## src/pkg/eivc_pkg.sv

```systemverilog
// Purpose: Shared constants and types for the external interrupt and vector block
// Assumes: AXI4-Lite register access, 32-bit data, one aligned word per register
// Notes:   Register offsets are chosen locally since none are printed
package eivc_pkg;

    // ************************************************************
    // Register map
    // ************************************************************
    localparam logic [3:0] ADDR_SENSE    = 4'h0;
    localparam logic [3:0] ADDR_PIN_SEL  = 4'h4;
    localparam logic [3:0] ADDR_CPU_CTRL = 4'h8;
    localparam logic [3:0] ADDR_STATUS   = 4'hc;
    localparam logic [7:0] SENSE_RESET   = 8'h00;
    localparam logic [7:0] PIN_SEL_RESET = 8'h0c;

    // CPU control register bits
    localparam int CTRL_IMASK_BIT = 0;
    localparam int CTRL_ACK_BIT   = 1;
    localparam int CTRL_HALT_BIT  = 2;
    localparam int CTRL_AHALT_BIT = 3;
    localparam int CTRL_AUTO_WAKE_BIT = 4;

    localparam logic [1:0] RESP_OKAY   = 2'h0;
    localparam logic [1:0] RESP_SLVERR = 2'h2;

    // ************************************************************
    // Sensitivity codes
    // ************************************************************
    typedef enum logic [1:0]
    {
        SENSE_FALL_LOW = 2'h0,
        SENSE_RISE     = 2'h1,
        SENSE_FALL     = 2'h2,
        SENSE_BOTH     = 2'h3
    } eivc_sense_type;

    // ************************************************************
    // Source numbering, lowest number is highest priority
    // ************************************************************
    localparam int NUM_SRC       = 14;
    localparam int SRC_AUTO_WAKE = 0;
    localparam int SRC_EXT0      = 1;
    localparam int SRC_EXT3      = 4;
    localparam int SRC_TB2       = 5;
    localparam int SRC_UNUSED_A  = 6;
    localparam int SRC_AVD       = 7;
    localparam int SRC_AT_CMP    = 8;
    localparam int SRC_AT_OVF    = 9;
    localparam int SRC_LT_CAP    = 10;
    localparam int SRC_TB1       = 11;
    localparam int SRC_SPI       = 12;
    localparam int SRC_UNUSED_B  = 13;
    localparam logic [15:0] VECTOR_TOP = 16'hfffa;
    localparam logic [15:0] VECTOR_STEP = 16'h0002;

    // Wake masks per source, bit n = source n
    localparam logic [13:0] WAKE_HALT  = 14'h101e;
    localparam logic [13:0] WAKE_AUTO_WAKE_HALT_MODE = 14'h101f;
    localparam logic [13:0] WAKE_AHALT = 14'h0a00;
    localparam logic [13:0] SRC_USED   = 14'h1fbf;

    typedef struct packed
    {
        logic        valid;
        logic [3:0]  number;
        logic [15:0] vector;
    } eivc_request_type;

endpackage : eivc_pkg

```

## src/hw/eivc_edge_detect.sv

```systemverilog
// Purpose: Synchronise one selected pin and flag its sensitivity events
// Assumes: Pin is asynchronous to aclk
// Notes:   First flop feeds only the second flop
module eivc_edge_detect
(
    input  wire logic                    aclk,
    input  wire logic                    aresetn,
    input  wire logic                    pin,
    input  wire eivc_pkg::eivc_sense_type sense,
    output logic                         edge_event,
    output logic                         low_level
);
    logic meta;
    logic sync;
    logic prev;
    wire  rise = sync & ~prev;
    wire  fall = ~sync & prev;

    always_ff @(posedge aclk)
    begin
        if (!aresetn)
        begin
            meta <= 1'b1;
            sync <= 1'b1;
            prev <= 1'b1;
        end
        else
        begin
            meta <= pin;
            sync <= meta;
            prev <= sync;
        end
    end

    always_comb
    begin
        unique case (sense)
            eivc_pkg::SENSE_FALL_LOW: edge_event = fall;
            eivc_pkg::SENSE_RISE:     edge_event = rise;
            eivc_pkg::SENSE_FALL:     edge_event = fall;
            eivc_pkg::SENSE_BOTH:     edge_event = rise | fall;
        endcase
    end

    assign low_level = (sense == eivc_pkg::SENSE_FALL_LOW) & ~sync;

    chk_rise_only: assert property (@(posedge aclk) disable iff (!aresetn)
        (sense == eivc_pkg::SENSE_RISE && edge_event) |-> (sync && !prev))
        else $error("rise sense fired without rising edge");

endmodule : eivc_edge_detect

```

## src/hw/eivc_prio_encode.sv

```systemverilog
// Purpose: Fixed priority selection of the pending interrupt and its vector
// Assumes: Bit 0 is the highest priority source
// Notes:   Purely combinational
module eivc_prio_encode
(
    input  wire logic [13:0]               active,
    output eivc_pkg::eivc_request_type     request
);
    always_comb
    begin
        request = '0;
        for (int i = eivc_pkg::NUM_SRC - 1; i >= 0; i--)
        begin
            if (active[i])
            begin
                request.valid  = 1'b1;
                request.number = 4'(i);
                request.vector = eivc_pkg::VECTOR_TOP - 16'(i) * eivc_pkg::VECTOR_STEP;
            end
        end
    end
endmodule : eivc_prio_encode

```

## src/hw/eivc_top.sv

```systemverilog
// Purpose: External interrupt configuration, latching, priority and vector mapping
// Assumes: AXI4-Lite slave on aclk; pins asynchronous; CPU state given by software
// Notes:   Outputs are registered
//
// Functional notes
// Auto wake-up vector FFFA, wakes auto-wake halt only
// Second time base vector FFF0, no halt wake
// Timer compare/capture share FFEA, no active-halt
// Timer overflow FFE8, wakes active-halt, not halt
// Light timer capture FFE6, no active-halt wake
// First time base FFE4, wakes active-halt
// Sensitivity register holds four two-bit fields
// Sense codes: fall+low, rise, fall, both
// Sensitivity writes only while CPU mask set
// Input 3 selects port B bits 0..2
// Input 2 selects port B bits 3..6
// Input 1 selects port A bits 4..7
// Input 0 pin field bits 1:0, writable
// Port B bit four ignored while halted
// Input 0 selects port A bits 0..3
// Highest fixed priority pending serviced first
// Edge requests latch, cleared at service entry
// Unused codes connect nothing; unused vectors silent
// Pins synchronised before edge or level detect
//
// The address map and the AXI4-Lite register port were decided locally.
module eivc_top
(
    input  wire logic        aclk,
    input  wire logic        aresetn,
    input  wire logic [31:0] s_axi_awaddr,
    input  wire logic        s_axi_awvalid,
    output logic             s_axi_awready,
    input  wire logic [31:0] s_axi_wdata,
    input  wire logic [3:0]  s_axi_wstrb,
    input  wire logic        s_axi_wvalid,
    output logic             s_axi_wready,
    output logic [1:0]       s_axi_bresp,
    output logic             s_axi_bvalid,
    input  wire logic        s_axi_bready,
    input  wire logic [31:0] s_axi_araddr,
    input  wire logic        s_axi_arvalid,
    output logic             s_axi_arready,
    output logic [31:0]      s_axi_rdata,
    output logic [1:0]       s_axi_rresp,
    output logic             s_axi_rvalid,
    input  wire logic        s_axi_rready,
    input  wire logic [7:0]  port_a,
    input  wire logic [6:0]  port_b,
    input  wire logic [13:0] periph_req,
    output logic             irq_valid,
    output logic [3:0]       irq_number,
    output logic [15:0]      irq_vector,
    output logic             wake
);

    // ************************************************************
    // Register state
    // ************************************************************
    logic [7:0]  ext_int_sensitivity;
    logic [7:0]  ext_int_pin_select;
    logic        cpu_imask;
    logic        halt_mode;
    logic        ahalt_mode;
    logic        auto_wake_halt_mode;
    logic [3:0]  ext_pending;
    logic        aw_held;
    logic        w_held;
    logic [3:0]  aw_addr;
    logic [31:0] w_data;
    logic [3:0]  w_strb;
    logic        aw_hi_ok;

    // ************************************************************
    // Bus decode
    // ************************************************************
    wire       wr_fire    = aw_held & w_held & ~s_axi_bvalid;
    // Refused addresses answer an error and must not touch any register
    wire       wr_ok      = wr_fire & aw_hi_ok;
    wire       wr_sense   = wr_ok & (aw_addr == eivc_pkg::ADDR_SENSE) & w_strb[0];
    wire       wr_pin     = wr_ok & (aw_addr == eivc_pkg::ADDR_PIN_SEL) & w_strb[0];
    wire       wr_ctrl    = wr_ok & (aw_addr == eivc_pkg::ADDR_CPU_CTRL) & w_strb[0];
    wire       wr_mapped  = (aw_addr == eivc_pkg::ADDR_SENSE) |
                            (aw_addr == eivc_pkg::ADDR_PIN_SEL) |
                            (aw_addr == eivc_pkg::ADDR_CPU_CTRL) |
                            (aw_addr == eivc_pkg::ADDR_STATUS);
    wire       sense_ok   = wr_sense & cpu_imask;
    wire       ack_pulse  = wr_ctrl & w_data[eivc_pkg::CTRL_ACK_BIT];
    wire       rd_fire    = s_axi_arvalid & s_axi_arready;
    wire [3:0] rd_addr    = s_axi_araddr[3:0];
    wire       rd_mapped  = (rd_addr == eivc_pkg::ADDR_SENSE) |
                            (rd_addr == eivc_pkg::ADDR_PIN_SEL) |
                            (rd_addr == eivc_pkg::ADDR_CPU_CTRL) |
                            (rd_addr == eivc_pkg::ADDR_STATUS);
    wire       word_ok_rd = (s_axi_araddr[31:4] == 28'h0000000) & rd_mapped;

    // ************************************************************
    // Pin selection
    // ************************************************************
    wire [1:0] sel3 = ext_int_pin_select[7:6];
    wire [1:0] sel2 = ext_int_pin_select[5:4];
    wire [1:0] sel1 = ext_int_pin_select[3:2];
    wire [1:0] sel0 = ext_int_pin_select[1:0];
    wire [3:0] pin_sel;
    wire       port_b_bit_four_sel = (sel2 == 2'h1);

    // Code 11 on input 3 reads as an idle high pin
    assign pin_sel[3] = (sel3 == 2'h3) ? 1'b1 : port_b[sel3];
    assign pin_sel[2] = port_b[3'(sel2) + 3'h3];
    assign pin_sel[1] = port_a[3'(sel1) + 3'h4];
    assign pin_sel[0] = port_a[3'(sel0)];

    logic [3:0] edge_ev;
    logic [3:0] low_lvl;

    for (genvar g = 0; g < 4; g++)
    begin : g_ext
        eivc_edge_detect u_det
        (
            .aclk       (aclk),
            .aresetn    (aresetn),
            .pin        (pin_sel[g]),
            .sense      (eivc_pkg::eivc_sense_type'(ext_int_sensitivity[2*g +: 2])),
            .edge_event (edge_ev[g]),
            .low_level  (low_lvl[g])
        );
    end

    // Port B bit four gives no interrupt while halted
    wire       port_b_bit_four_block = port_b_bit_four_sel & halt_mode;
    wire [3:0] ext_mask  = {1'b1, ~port_b_bit_four_block, 2'b11};
    wire [3:0] ext_set   = edge_ev & ext_mask;
    wire [3:0] ext_level = low_lvl & ext_mask;

    // ************************************************************
    // Interrupt selection
    // ************************************************************
    wire [3:0] ext_active = ext_pending | ext_level;
    wire [13:0] active = ((periph_req & ~(14'h001e)) |
                          {9'h000, ext_active, 1'b0}) & eivc_pkg::SRC_USED;
    eivc_pkg::eivc_request_type req;

    eivc_prio_encode u_prio
    (
        .active  (active),
        .request (req)
    );

    wire wake_now = (halt_mode & |(active & eivc_pkg::WAKE_HALT)) |
                    (auto_wake_halt_mode & |(active & eivc_pkg::WAKE_AUTO_WAKE_HALT_MODE)) |
                    (ahalt_mode & |(active & eivc_pkg::WAKE_AHALT));

    // Ack clears the latch of the source being serviced; a new edge still wins
    wire [3:0] ack_ext = (ack_pulse && irq_valid && irq_number >= 4'(eivc_pkg::SRC_EXT0) &&
                          irq_number <= 4'(eivc_pkg::SRC_EXT3)) ?
                         4'(4'h1 << (irq_number - 4'(eivc_pkg::SRC_EXT0))) : 4'h0;
    wire [3:0] next_ext_pending = (ext_pending & ~ack_ext) | ext_set;

    // ************************************************************
    // Registers
    // ************************************************************
    always_ff @(posedge aclk)
    begin
        if (!aresetn)
        begin
            ext_int_sensitivity <= eivc_pkg::SENSE_RESET;
            ext_int_pin_select  <= eivc_pkg::PIN_SEL_RESET;
            cpu_imask           <= 1'b1;
            halt_mode           <= 1'b0;
            ahalt_mode          <= 1'b0;
            auto_wake_halt_mode <= 1'b0;
            ext_pending         <= 4'h0;
        end
        else
        begin
            if (sense_ok)
                ext_int_sensitivity <= w_data[7:0];
            if (wr_pin)
                ext_int_pin_select <= w_data[7:0];
            if (wr_ctrl)
            begin
                cpu_imask           <= w_data[eivc_pkg::CTRL_IMASK_BIT];
                halt_mode           <= w_data[eivc_pkg::CTRL_HALT_BIT];
                ahalt_mode          <= w_data[eivc_pkg::CTRL_AHALT_BIT];
                auto_wake_halt_mode <= w_data[eivc_pkg::CTRL_AUTO_WAKE_BIT];
            end
            ext_pending <= next_ext_pending;
        end
    end

    always_ff @(posedge aclk)
    begin
        if (!aresetn)
        begin
            irq_valid  <= 1'b0;
            irq_number <= 4'h0;
            irq_vector <= 16'h0000;
            wake       <= 1'b0;
        end
        else
        begin
            irq_valid  <= req.valid & ~cpu_imask;
            irq_number <= req.number;
            irq_vector <= req.vector;
            wake       <= wake_now;
        end
    end

    // ************************************************************
    // AXI4-Lite slave
    // ************************************************************
    always_ff @(posedge aclk)
    begin
        if (!aresetn)
        begin
            aw_held       <= 1'b0;
            w_held        <= 1'b0;
            aw_addr       <= 4'h0;
            aw_hi_ok      <= 1'b0;
            w_data        <= 32'h00000000;
            w_strb        <= 4'h0;
            s_axi_awready <= 1'b0;
            s_axi_wready  <= 1'b0;
            s_axi_bvalid  <= 1'b0;
            s_axi_bresp   <= eivc_pkg::RESP_OKAY;
        end
        else
        begin
            s_axi_awready <= ~aw_held & ~s_axi_awready & s_axi_awvalid;
            s_axi_wready  <= ~w_held & ~s_axi_wready & s_axi_wvalid;
            if (s_axi_awvalid && s_axi_awready)
            begin
                aw_held  <= 1'b1;
                aw_addr  <= s_axi_awaddr[3:0];
                aw_hi_ok <= (s_axi_awaddr[31:4] == 28'h0000000);
            end
            if (s_axi_wvalid && s_axi_wready)
            begin
                w_held <= 1'b1;
                w_data <= s_axi_wdata;
                w_strb <= s_axi_wstrb;
            end
            if (wr_fire)
            begin
                aw_held      <= 1'b0;
                w_held       <= 1'b0;
                s_axi_bvalid <= 1'b1;
                s_axi_bresp  <= (wr_mapped & aw_hi_ok) ? eivc_pkg::RESP_OKAY
                                                       : eivc_pkg::RESP_SLVERR;
            end
            else if (s_axi_bready)
                s_axi_bvalid <= 1'b0;
        end
    end

    logic [31:0] rd_word;
    always_comb
    begin
        rd_word = 32'h00000000;
        unique case (rd_addr)
            eivc_pkg::ADDR_SENSE:    rd_word = {24'h000000, ext_int_sensitivity};
            eivc_pkg::ADDR_PIN_SEL:  rd_word = {24'h000000, ext_int_pin_select};
            eivc_pkg::ADDR_CPU_CTRL: rd_word = {27'h0000000, auto_wake_halt_mode, ahalt_mode,
                                                halt_mode, 1'b0, cpu_imask};
            eivc_pkg::ADDR_STATUS:   rd_word = {8'h00, irq_vector, irq_number, ext_pending};
            default:                 rd_word = 32'h00000000;
        endcase
    end

    always_ff @(posedge aclk)
    begin
        if (!aresetn)
        begin
            s_axi_arready <= 1'b0;
            s_axi_rvalid  <= 1'b0;
            s_axi_rdata   <= 32'h00000000;
            s_axi_rresp   <= eivc_pkg::RESP_OKAY;
        end
        else
        begin
            s_axi_arready <= ~s_axi_arready & ~s_axi_rvalid & s_axi_arvalid;
            if (rd_fire)
            begin
                s_axi_rvalid <= 1'b1;
                s_axi_rdata  <= word_ok_rd ? rd_word : 32'h00000000;
                s_axi_rresp  <= word_ok_rd ? eivc_pkg::RESP_OKAY : eivc_pkg::RESP_SLVERR;
            end
            else if (s_axi_rready)
                s_axi_rvalid <= 1'b0;
        end
    end

    // ************************************************************
    // Checks
    // ************************************************************
    chk_sense_locked: assert property (@(posedge aclk) disable iff (!aresetn)
        (wr_sense && !cpu_imask) |=> $stable(ext_int_sensitivity))
        else $error("sensitivity changed while mask clear");

    chk_pending_kept: assert property (@(posedge aclk) disable iff (!aresetn)
        (ext_pending[0] && !ack_ext[0]) |=> ext_pending[0])
        else $error("pending edge lost without service");

    chk_pending_cleared: assert property (@(posedge aclk) disable iff (!aresetn)
        (ack_ext[1] && !ext_set[1]) |=> !ext_pending[1])
        else $error("serviced edge not cleared");

    chk_auto_wake_vector: assert property (@(posedge aclk) disable iff (!aresetn)
        (active[eivc_pkg::SRC_AUTO_WAKE] && !cpu_imask) |=>
        (irq_valid && irq_vector == 16'hfffa))
        else $error("auto wake-up vector wrong");

    chk_auto_wake_only: assert property (@(posedge aclk) disable iff (!aresetn)
        (active == 14'h0001 && !auto_wake_halt_mode) |=> !wake)
        else $error("auto wake-up woke outside its mode");

    chk_cmp_no_ahalt: assert property (@(posedge aclk) disable iff (!aresetn)
        (active == 14'h0100 && !halt_mode && !auto_wake_halt_mode) |=> !wake)
        else $error("compare event woke from active-halt");

    chk_cap_no_ahalt: assert property (@(posedge aclk) disable iff (!aresetn)
        (active == 14'h0400 && !halt_mode && !auto_wake_halt_mode) |=> !wake)
        else $error("capture event woke from active-halt");

    chk_ovf_vector: assert property (@(posedge aclk) disable iff (!aresetn)
        (active == 14'h0200 && !cpu_imask) |=> (irq_vector == 16'hffe8))
        else $error("overflow vector wrong");

    chk_tb2_nohalt: assert property (@(posedge aclk) disable iff (!aresetn)
        (active == 14'h0020 && !ahalt_mode && !auto_wake_halt_mode) |=> !wake)
        else $error("second time base woke from halt");

    chk_tb1_ahalt: assert property (@(posedge aclk) disable iff (!aresetn)
        (active[eivc_pkg::SRC_TB1] && ahalt_mode) |=> wake)
        else $error("first time base failed to wake");

    chk_unused_silent: assert property (@(posedge aclk) disable iff (!aresetn)
        irq_valid |-> (irq_number != 4'(eivc_pkg::SRC_UNUSED_A) &&
                       irq_number != 4'(eivc_pkg::SRC_UNUSED_B)))
        else $error("unused vector raised");

    chk_bit_four_halt: assert property (@(posedge aclk) disable iff (!aresetn)
        (port_b_bit_four_block && !ext_pending[2]) |=> !ext_pending[2])
        else $error("port b bit four fired in halt");

    cov_ext_edge: cover property (@(posedge aclk) disable iff (!aresetn) ext_set[0]);
    cov_ack: cover property (@(posedge aclk) disable iff (!aresetn) |ack_ext);
    cov_wake: cover property (@(posedge aclk) disable iff (!aresetn) wake_now);

endmodule : eivc_top

```

## config.mk

```make
export PLATFORM = sky130hd
export DESIGN_NAME = eivc_top
export DESIGN_NICKNAME = d
export VERILOG_FILES = /design/src/pkg/eivc_pkg.sv /design/src/hw/eivc_edge_detect.sv /design/src/hw/eivc_prio_encode.sv /design/src/hw/eivc_top.sv
export SDC_FILE = /design/constraint.sdc
export NUM_CORES = 1
export LEC_CHECK = 0
export BUFFER_PORTS_ARGS = -buffer_cell sky130_fd_sc_hd__buf_4
export CAP_MARGIN = 10
export CORE_MARGIN = 10
export CORE_UTILIZATION = 46
export DETAILED_ROUTE_END_ITERATION = 12
export PLACE_DENSITY = 0.89
export SETUP_SLACK_MARGIN = 0.3
export SYNTH_ARGS = -nofsm -noshare
export SYNTH_HDL_FRONTEND = slang
export SYNTH_SLANG_ARGS = --single-unit
```

## constraint.sdc

```tcl
create_clock -name aclk -period 1.8 [get_ports aclk]
set_input_delay 0.36 -clock aclk [delete_from_list [all_inputs] [get_ports aclk]]
set_output_delay 0.36 -clock aclk [all_outputs]
set_load 0.02 [all_outputs]
```

==> results.sh <==
export IMPL_clk_pin_slew_ns=0.08
export IMPL_power_density_mw_per_mm2=701.5
export IMPL_path_max_fanout=8
export IMPL_antenna_found_initial=0
export IMPL_synth_avg_cell_area_sq_um=8.875
export IMPL_grt_setup_unrepaired="true"
export IMPL_yosys_area_top_type_share_pct=41.10
export IMPL_cp_data_arrival_time_ns=1.83
export IMPL_setup_tns_ns=0
export IMPL_hold_viol_final=0
export IMPL_area_growth_pct=37.97
export IMPL_drt_iter0_drc=217
export IMPL_cts_root_buf="clkbuf_8"
export IMPL_synth_cells=450
export IMPL_status="completed"
export IMPL_core_sq_mm=0.008341
export IMPL_seqCellArea_sq_mm=0.001655
export IMPL_period_share_pct=87.74
export IMPL_track_usage_pct=18.70
export IMPL_routed_wl_mm=12.75
export IMPL_p_sw_share_pct=24.99
export IMPL_ant_nets=0
export IMPL_grt_pass1_vias=4031
export IMPL_synthTopCellsByArea="dfxtp_1 (41%), buf_4 (6.6%), nand2_1 (5.8%), mux2i_1 (5.8%), mux4_2 (3.9%)"
export IMPL_via_per_inst=5.490
export IMPL_hold_path_class="input port to flip-flop"
export IMPL_path_delay_family="simple AND/OR/NAND/NOR gates"
export IMPL_htree_levels=3
export IMPL_io_buffers=153
export IMPL_ios=199
export IMPL_crit_required_ns=2.05
export IMPL_dieWidth_microns=113.2
export IMPL_dpl_hpwl_mm=10.09
export IMPL_dp_slack_ns=0.07811
export IMPL_grt_overflow=0
export IMPL_rrSetupSlack_ns=0.22
export IMPL_drv_slew=0
export IMPL_crit_slowest_cell="dfxtp_2"
export IMPL_multiInputGateArea_sq_mm=0.002082
export IMPL_setup_violations=0
export IMPL_fillers=633
export IMPL_syn_area_sq_mm=0.003994
export IMPL_die_height_microns=113.2
export IMPL_slew_headroom_pct=61.79
export IMPL_fin_nets=746
export IMPL_synth_edf_count=0
export IMPL_ys_types=48
export IMPL_cp_endpoint="ext_pending[0]"
export IMPL_cp_start_kind="flip-flop"
export IMPL_drc=0
export IMPL_firstDrtPassIters=6
export IMPL_cts_sinks=82
export IMPL_comb_power_share_pct=15.1
export IMPL_final_core_util_pct=66.07
export IMPL_r2r_cells=6
export IMPL_internal_power_mw=2.900
export IMPL_rr_endpoint="ext_pending[0]"
export IMPL_tightest_slew_ns=0.5687
export IMPL_irDropWorstVdd_mv=0.3559
export IMPL_p_clk_share_pct=35.6
export IMPL_path_class="flip-flop to flip-flop"
export IMPL_wl_per_cell_microns=18.01
export IMPL_layout_drive_gt1_share_pct=38.81
export IMPL_grt_first_pass_wirelength_mm=19.88
export IMPL_yosysTopAreaCell="dfxtp_1"
export IMPL_finalPower_mw=3.866
export IMPL_rows=33
export IMPL_grt_max_degree=44
export IMPL_place_gp_congestion=0.8674
export IMPL_insertion_delay_ns=0.35
export IMPL_max_cap_violations=0
export IMPL_cp_num_buf_inv=1
export IMPL_ys_warn_count=0
export IMPL_cp_startpoint="s_axi_bvalid"
export IMPL_ys_seq_elements=82
export IMPL_end_kind="flip-flop"
export IMPL_synth_ff_type="dfxtp_1"
export IMPL_worst_slack_ns=0.2206
export IMPL_leakagePower_nw=2.409
export IMPL_seqPwrFrac_pct=49.3
export IMPL_min_period_ns=1.579
export IMPL_dieArea_sq_mm=0.01281
export IMPL_ys_seq_area_share_pct=41.10
export IMPL_via_count=3887
export IMPL_path_cells="nand3b_4 -> nor4b_4 -> and4b_1 -> buf_6 -> a41oi_2 -> o21a_1"
export IMPL_cts_tree="yes"
export IMPL_start_util_pct=47.88
export IMPL_reg2reg_from="s_axi_bvalid"
export IMPL_slowest_delay_ns=0.32
export IMPL_n_antenna_cell=0
export IMPL_fin_worst_skew_ns=0.004878
export IMPL_p_sw_mw=0.9659
export IMPL_ys_async_sr_fraction_pct=0
export IMPL_max_freq_mhz=633.2
export IMPL_cp_num_cells=6
export IMPL_numCtsBuffers=9
export IMPL_clk_path_buf_depth=2
-- stage by stage --
step	cell area, sq um	instances	hold slack, ns
finish	5510	708	0.2607
CTS	5400	703	0.2467
detailed placement	5099	679	0.3956
global placement	5099	679	0.3895
floorplan	4071	461	0.3863
global route	5510	708	0.2602
-- metal layers --
metal | up-vias | share of wire (%) | GRT usage, %
li1 | 1838 | - | -
met3 | 35 | 11 | 7.184
met4 | 0 | 2.6 | 7.445
met1 | 1777 | 39 | 20.76
met2 | 237 | 47 | 31.49
met5 | - | 0 | 0
-- kinds of logic (layout without fill, tap and decap cells) --
| family | count (synthesis) | count (layout) | synth area share (%) |
|---|---|---|---|
| simple gates | 174 | 174 | 22.43 |
| fa+ha+maj | 11 | 11 | 3.446 |
| buf+inv | 73 | 215 | 10.37 |
| compound gates | 77 | 77 | 12.41 |
| xor+xnor | 2 | 2 | 0.4387 |
| flops | 82 | 82 | 41.10 |
| other cells | 1 | 12 | 0.09389 |
| mux | 30 | 30 | 9.712 |
-- sequential cells by signal, summed over array words and instances (netlist names), 4 cells and up --
name and cells:
aw_addr 4, ext_int_pin_select 8, ext_int_sensitivity 8, ext_pending 4
g_ext.u_det.meta 4, g_ext.u_det.prev 4, g_ext.u_det.sync 4, irq_number 4
irq_vector 4, s_axi_rdata 13, w_data 8
-- Yosys cell counts (2+ instances only) --
cell type  count
dfxtp_1       82
nand2_1       62
buf_4         35
nor2_1        35
a21oi_1       25
mux2i_1       23
inv_1         22
o21ai_0       20
nand3_1       19
nor4_1        14
clkbuf_1      13
nor3_1        13
ha_1          11
nand2b_1       8
a22oi_1        7
mux4_2         7
a32oi_1        6
nor2b_1        4
a31oi_1        3
a41o_1         3
nor4b_1        3
o21a_1         3
a21boi_0       2
nand4_1        2
nand4b_1       2
nor4_4         2
or4_1          2
xor2_1         2
-- worst min path at each step --
stage / to / from / slack [ns] / cells after the start
6_report: w_data[5] / s_axi_wdata[5] / 0.26 / 3
5_1_grt: w_data[3] / s_axi_wdata[3] / 0.26 / 3
2_1_floorplan: g_ext[0].u_det.sync / g_ext[0].u_det.meta / 0.39 / 1
3_3_place_gp: g_ext[0].u_det.sync / g_ext[0].u_det.meta / 0.39 / 1
3_5_place_dp: g_ext[1].u_det.sync / g_ext[1].u_det.meta / 0.40 / 1
4_1_cts: w_data[5] / s_axi_wdata[5] / 0.25 / 3
-- timing repair --
item,CTS,global route
endpoints found under the setup margin,23,57
buffers inserted,9,4
endpoints found under the hold margin,0,0
gates resized for setup,10,27
cloned,0,1
hold buffers,0,0
pin swaps,18,14
-- area by class of cell --
| class | instances | share of cell area, % |
|---|---|---|
| Multi-Input combinational cell | 306 | 37.78 |
| Sequential cell | 82 | 30.04 |
| Timing Repair Buffer | 177 | 24.52 |
| Clock buffer | 13 | 3.065 |
| Tap cell | 105 | 2.384 |
| Inverter | 23 | 1.567 |
| Clock inverter | 2 | 0.6358 |
-- power by group through the flow --
stage | Sequential (mW) | Combinational (mW) | Clock, mW
final | 1.91 | 0.583 | 1.38
after floorplan | 1.96 | 0.263 | 0
after global routing | 1.91 | 0.626 | 1.47
after global placement | 1.95 | 0.520 | 0
after detailed placement | 1.95 | 0.540 | 0
after CTS | 1.91 | 0.563 | 1.39
-- worst reg2reg max path: cells and delay by family, from the launching register on --
kind / cells / cell delay (ns)
simple gates: 3 / 0.67
compound gates: 2 / 0.33
flops: 1 / 0.32
buf+inv: 1 / 0.16
-- cells in the final DEF, fill, tap and decap left out, drive strengths merged, types with 2 or more instances in the layout --
cell type / instances
conb: 12
mux4: 7
xor2: 2
buf: 177
ha: 11
nor2b: 4
a21boi: 2
or4: 2
a22oi: 7
dfxtp: 82
nand4: 2
nor4: 16
a41o: 3
nand3: 19
nor3: 13
o21a: 3
nand2b: 8
a32oi: 6
mux2i: 23
nor4b: 5
nand4b: 2
clkbuf: 13
a21oi: 25
a31oi: 3
inv: 23
nor2: 35
o21ai: 20
nand2: 62
No activity file was read; power rests on OpenSTA's default activity.
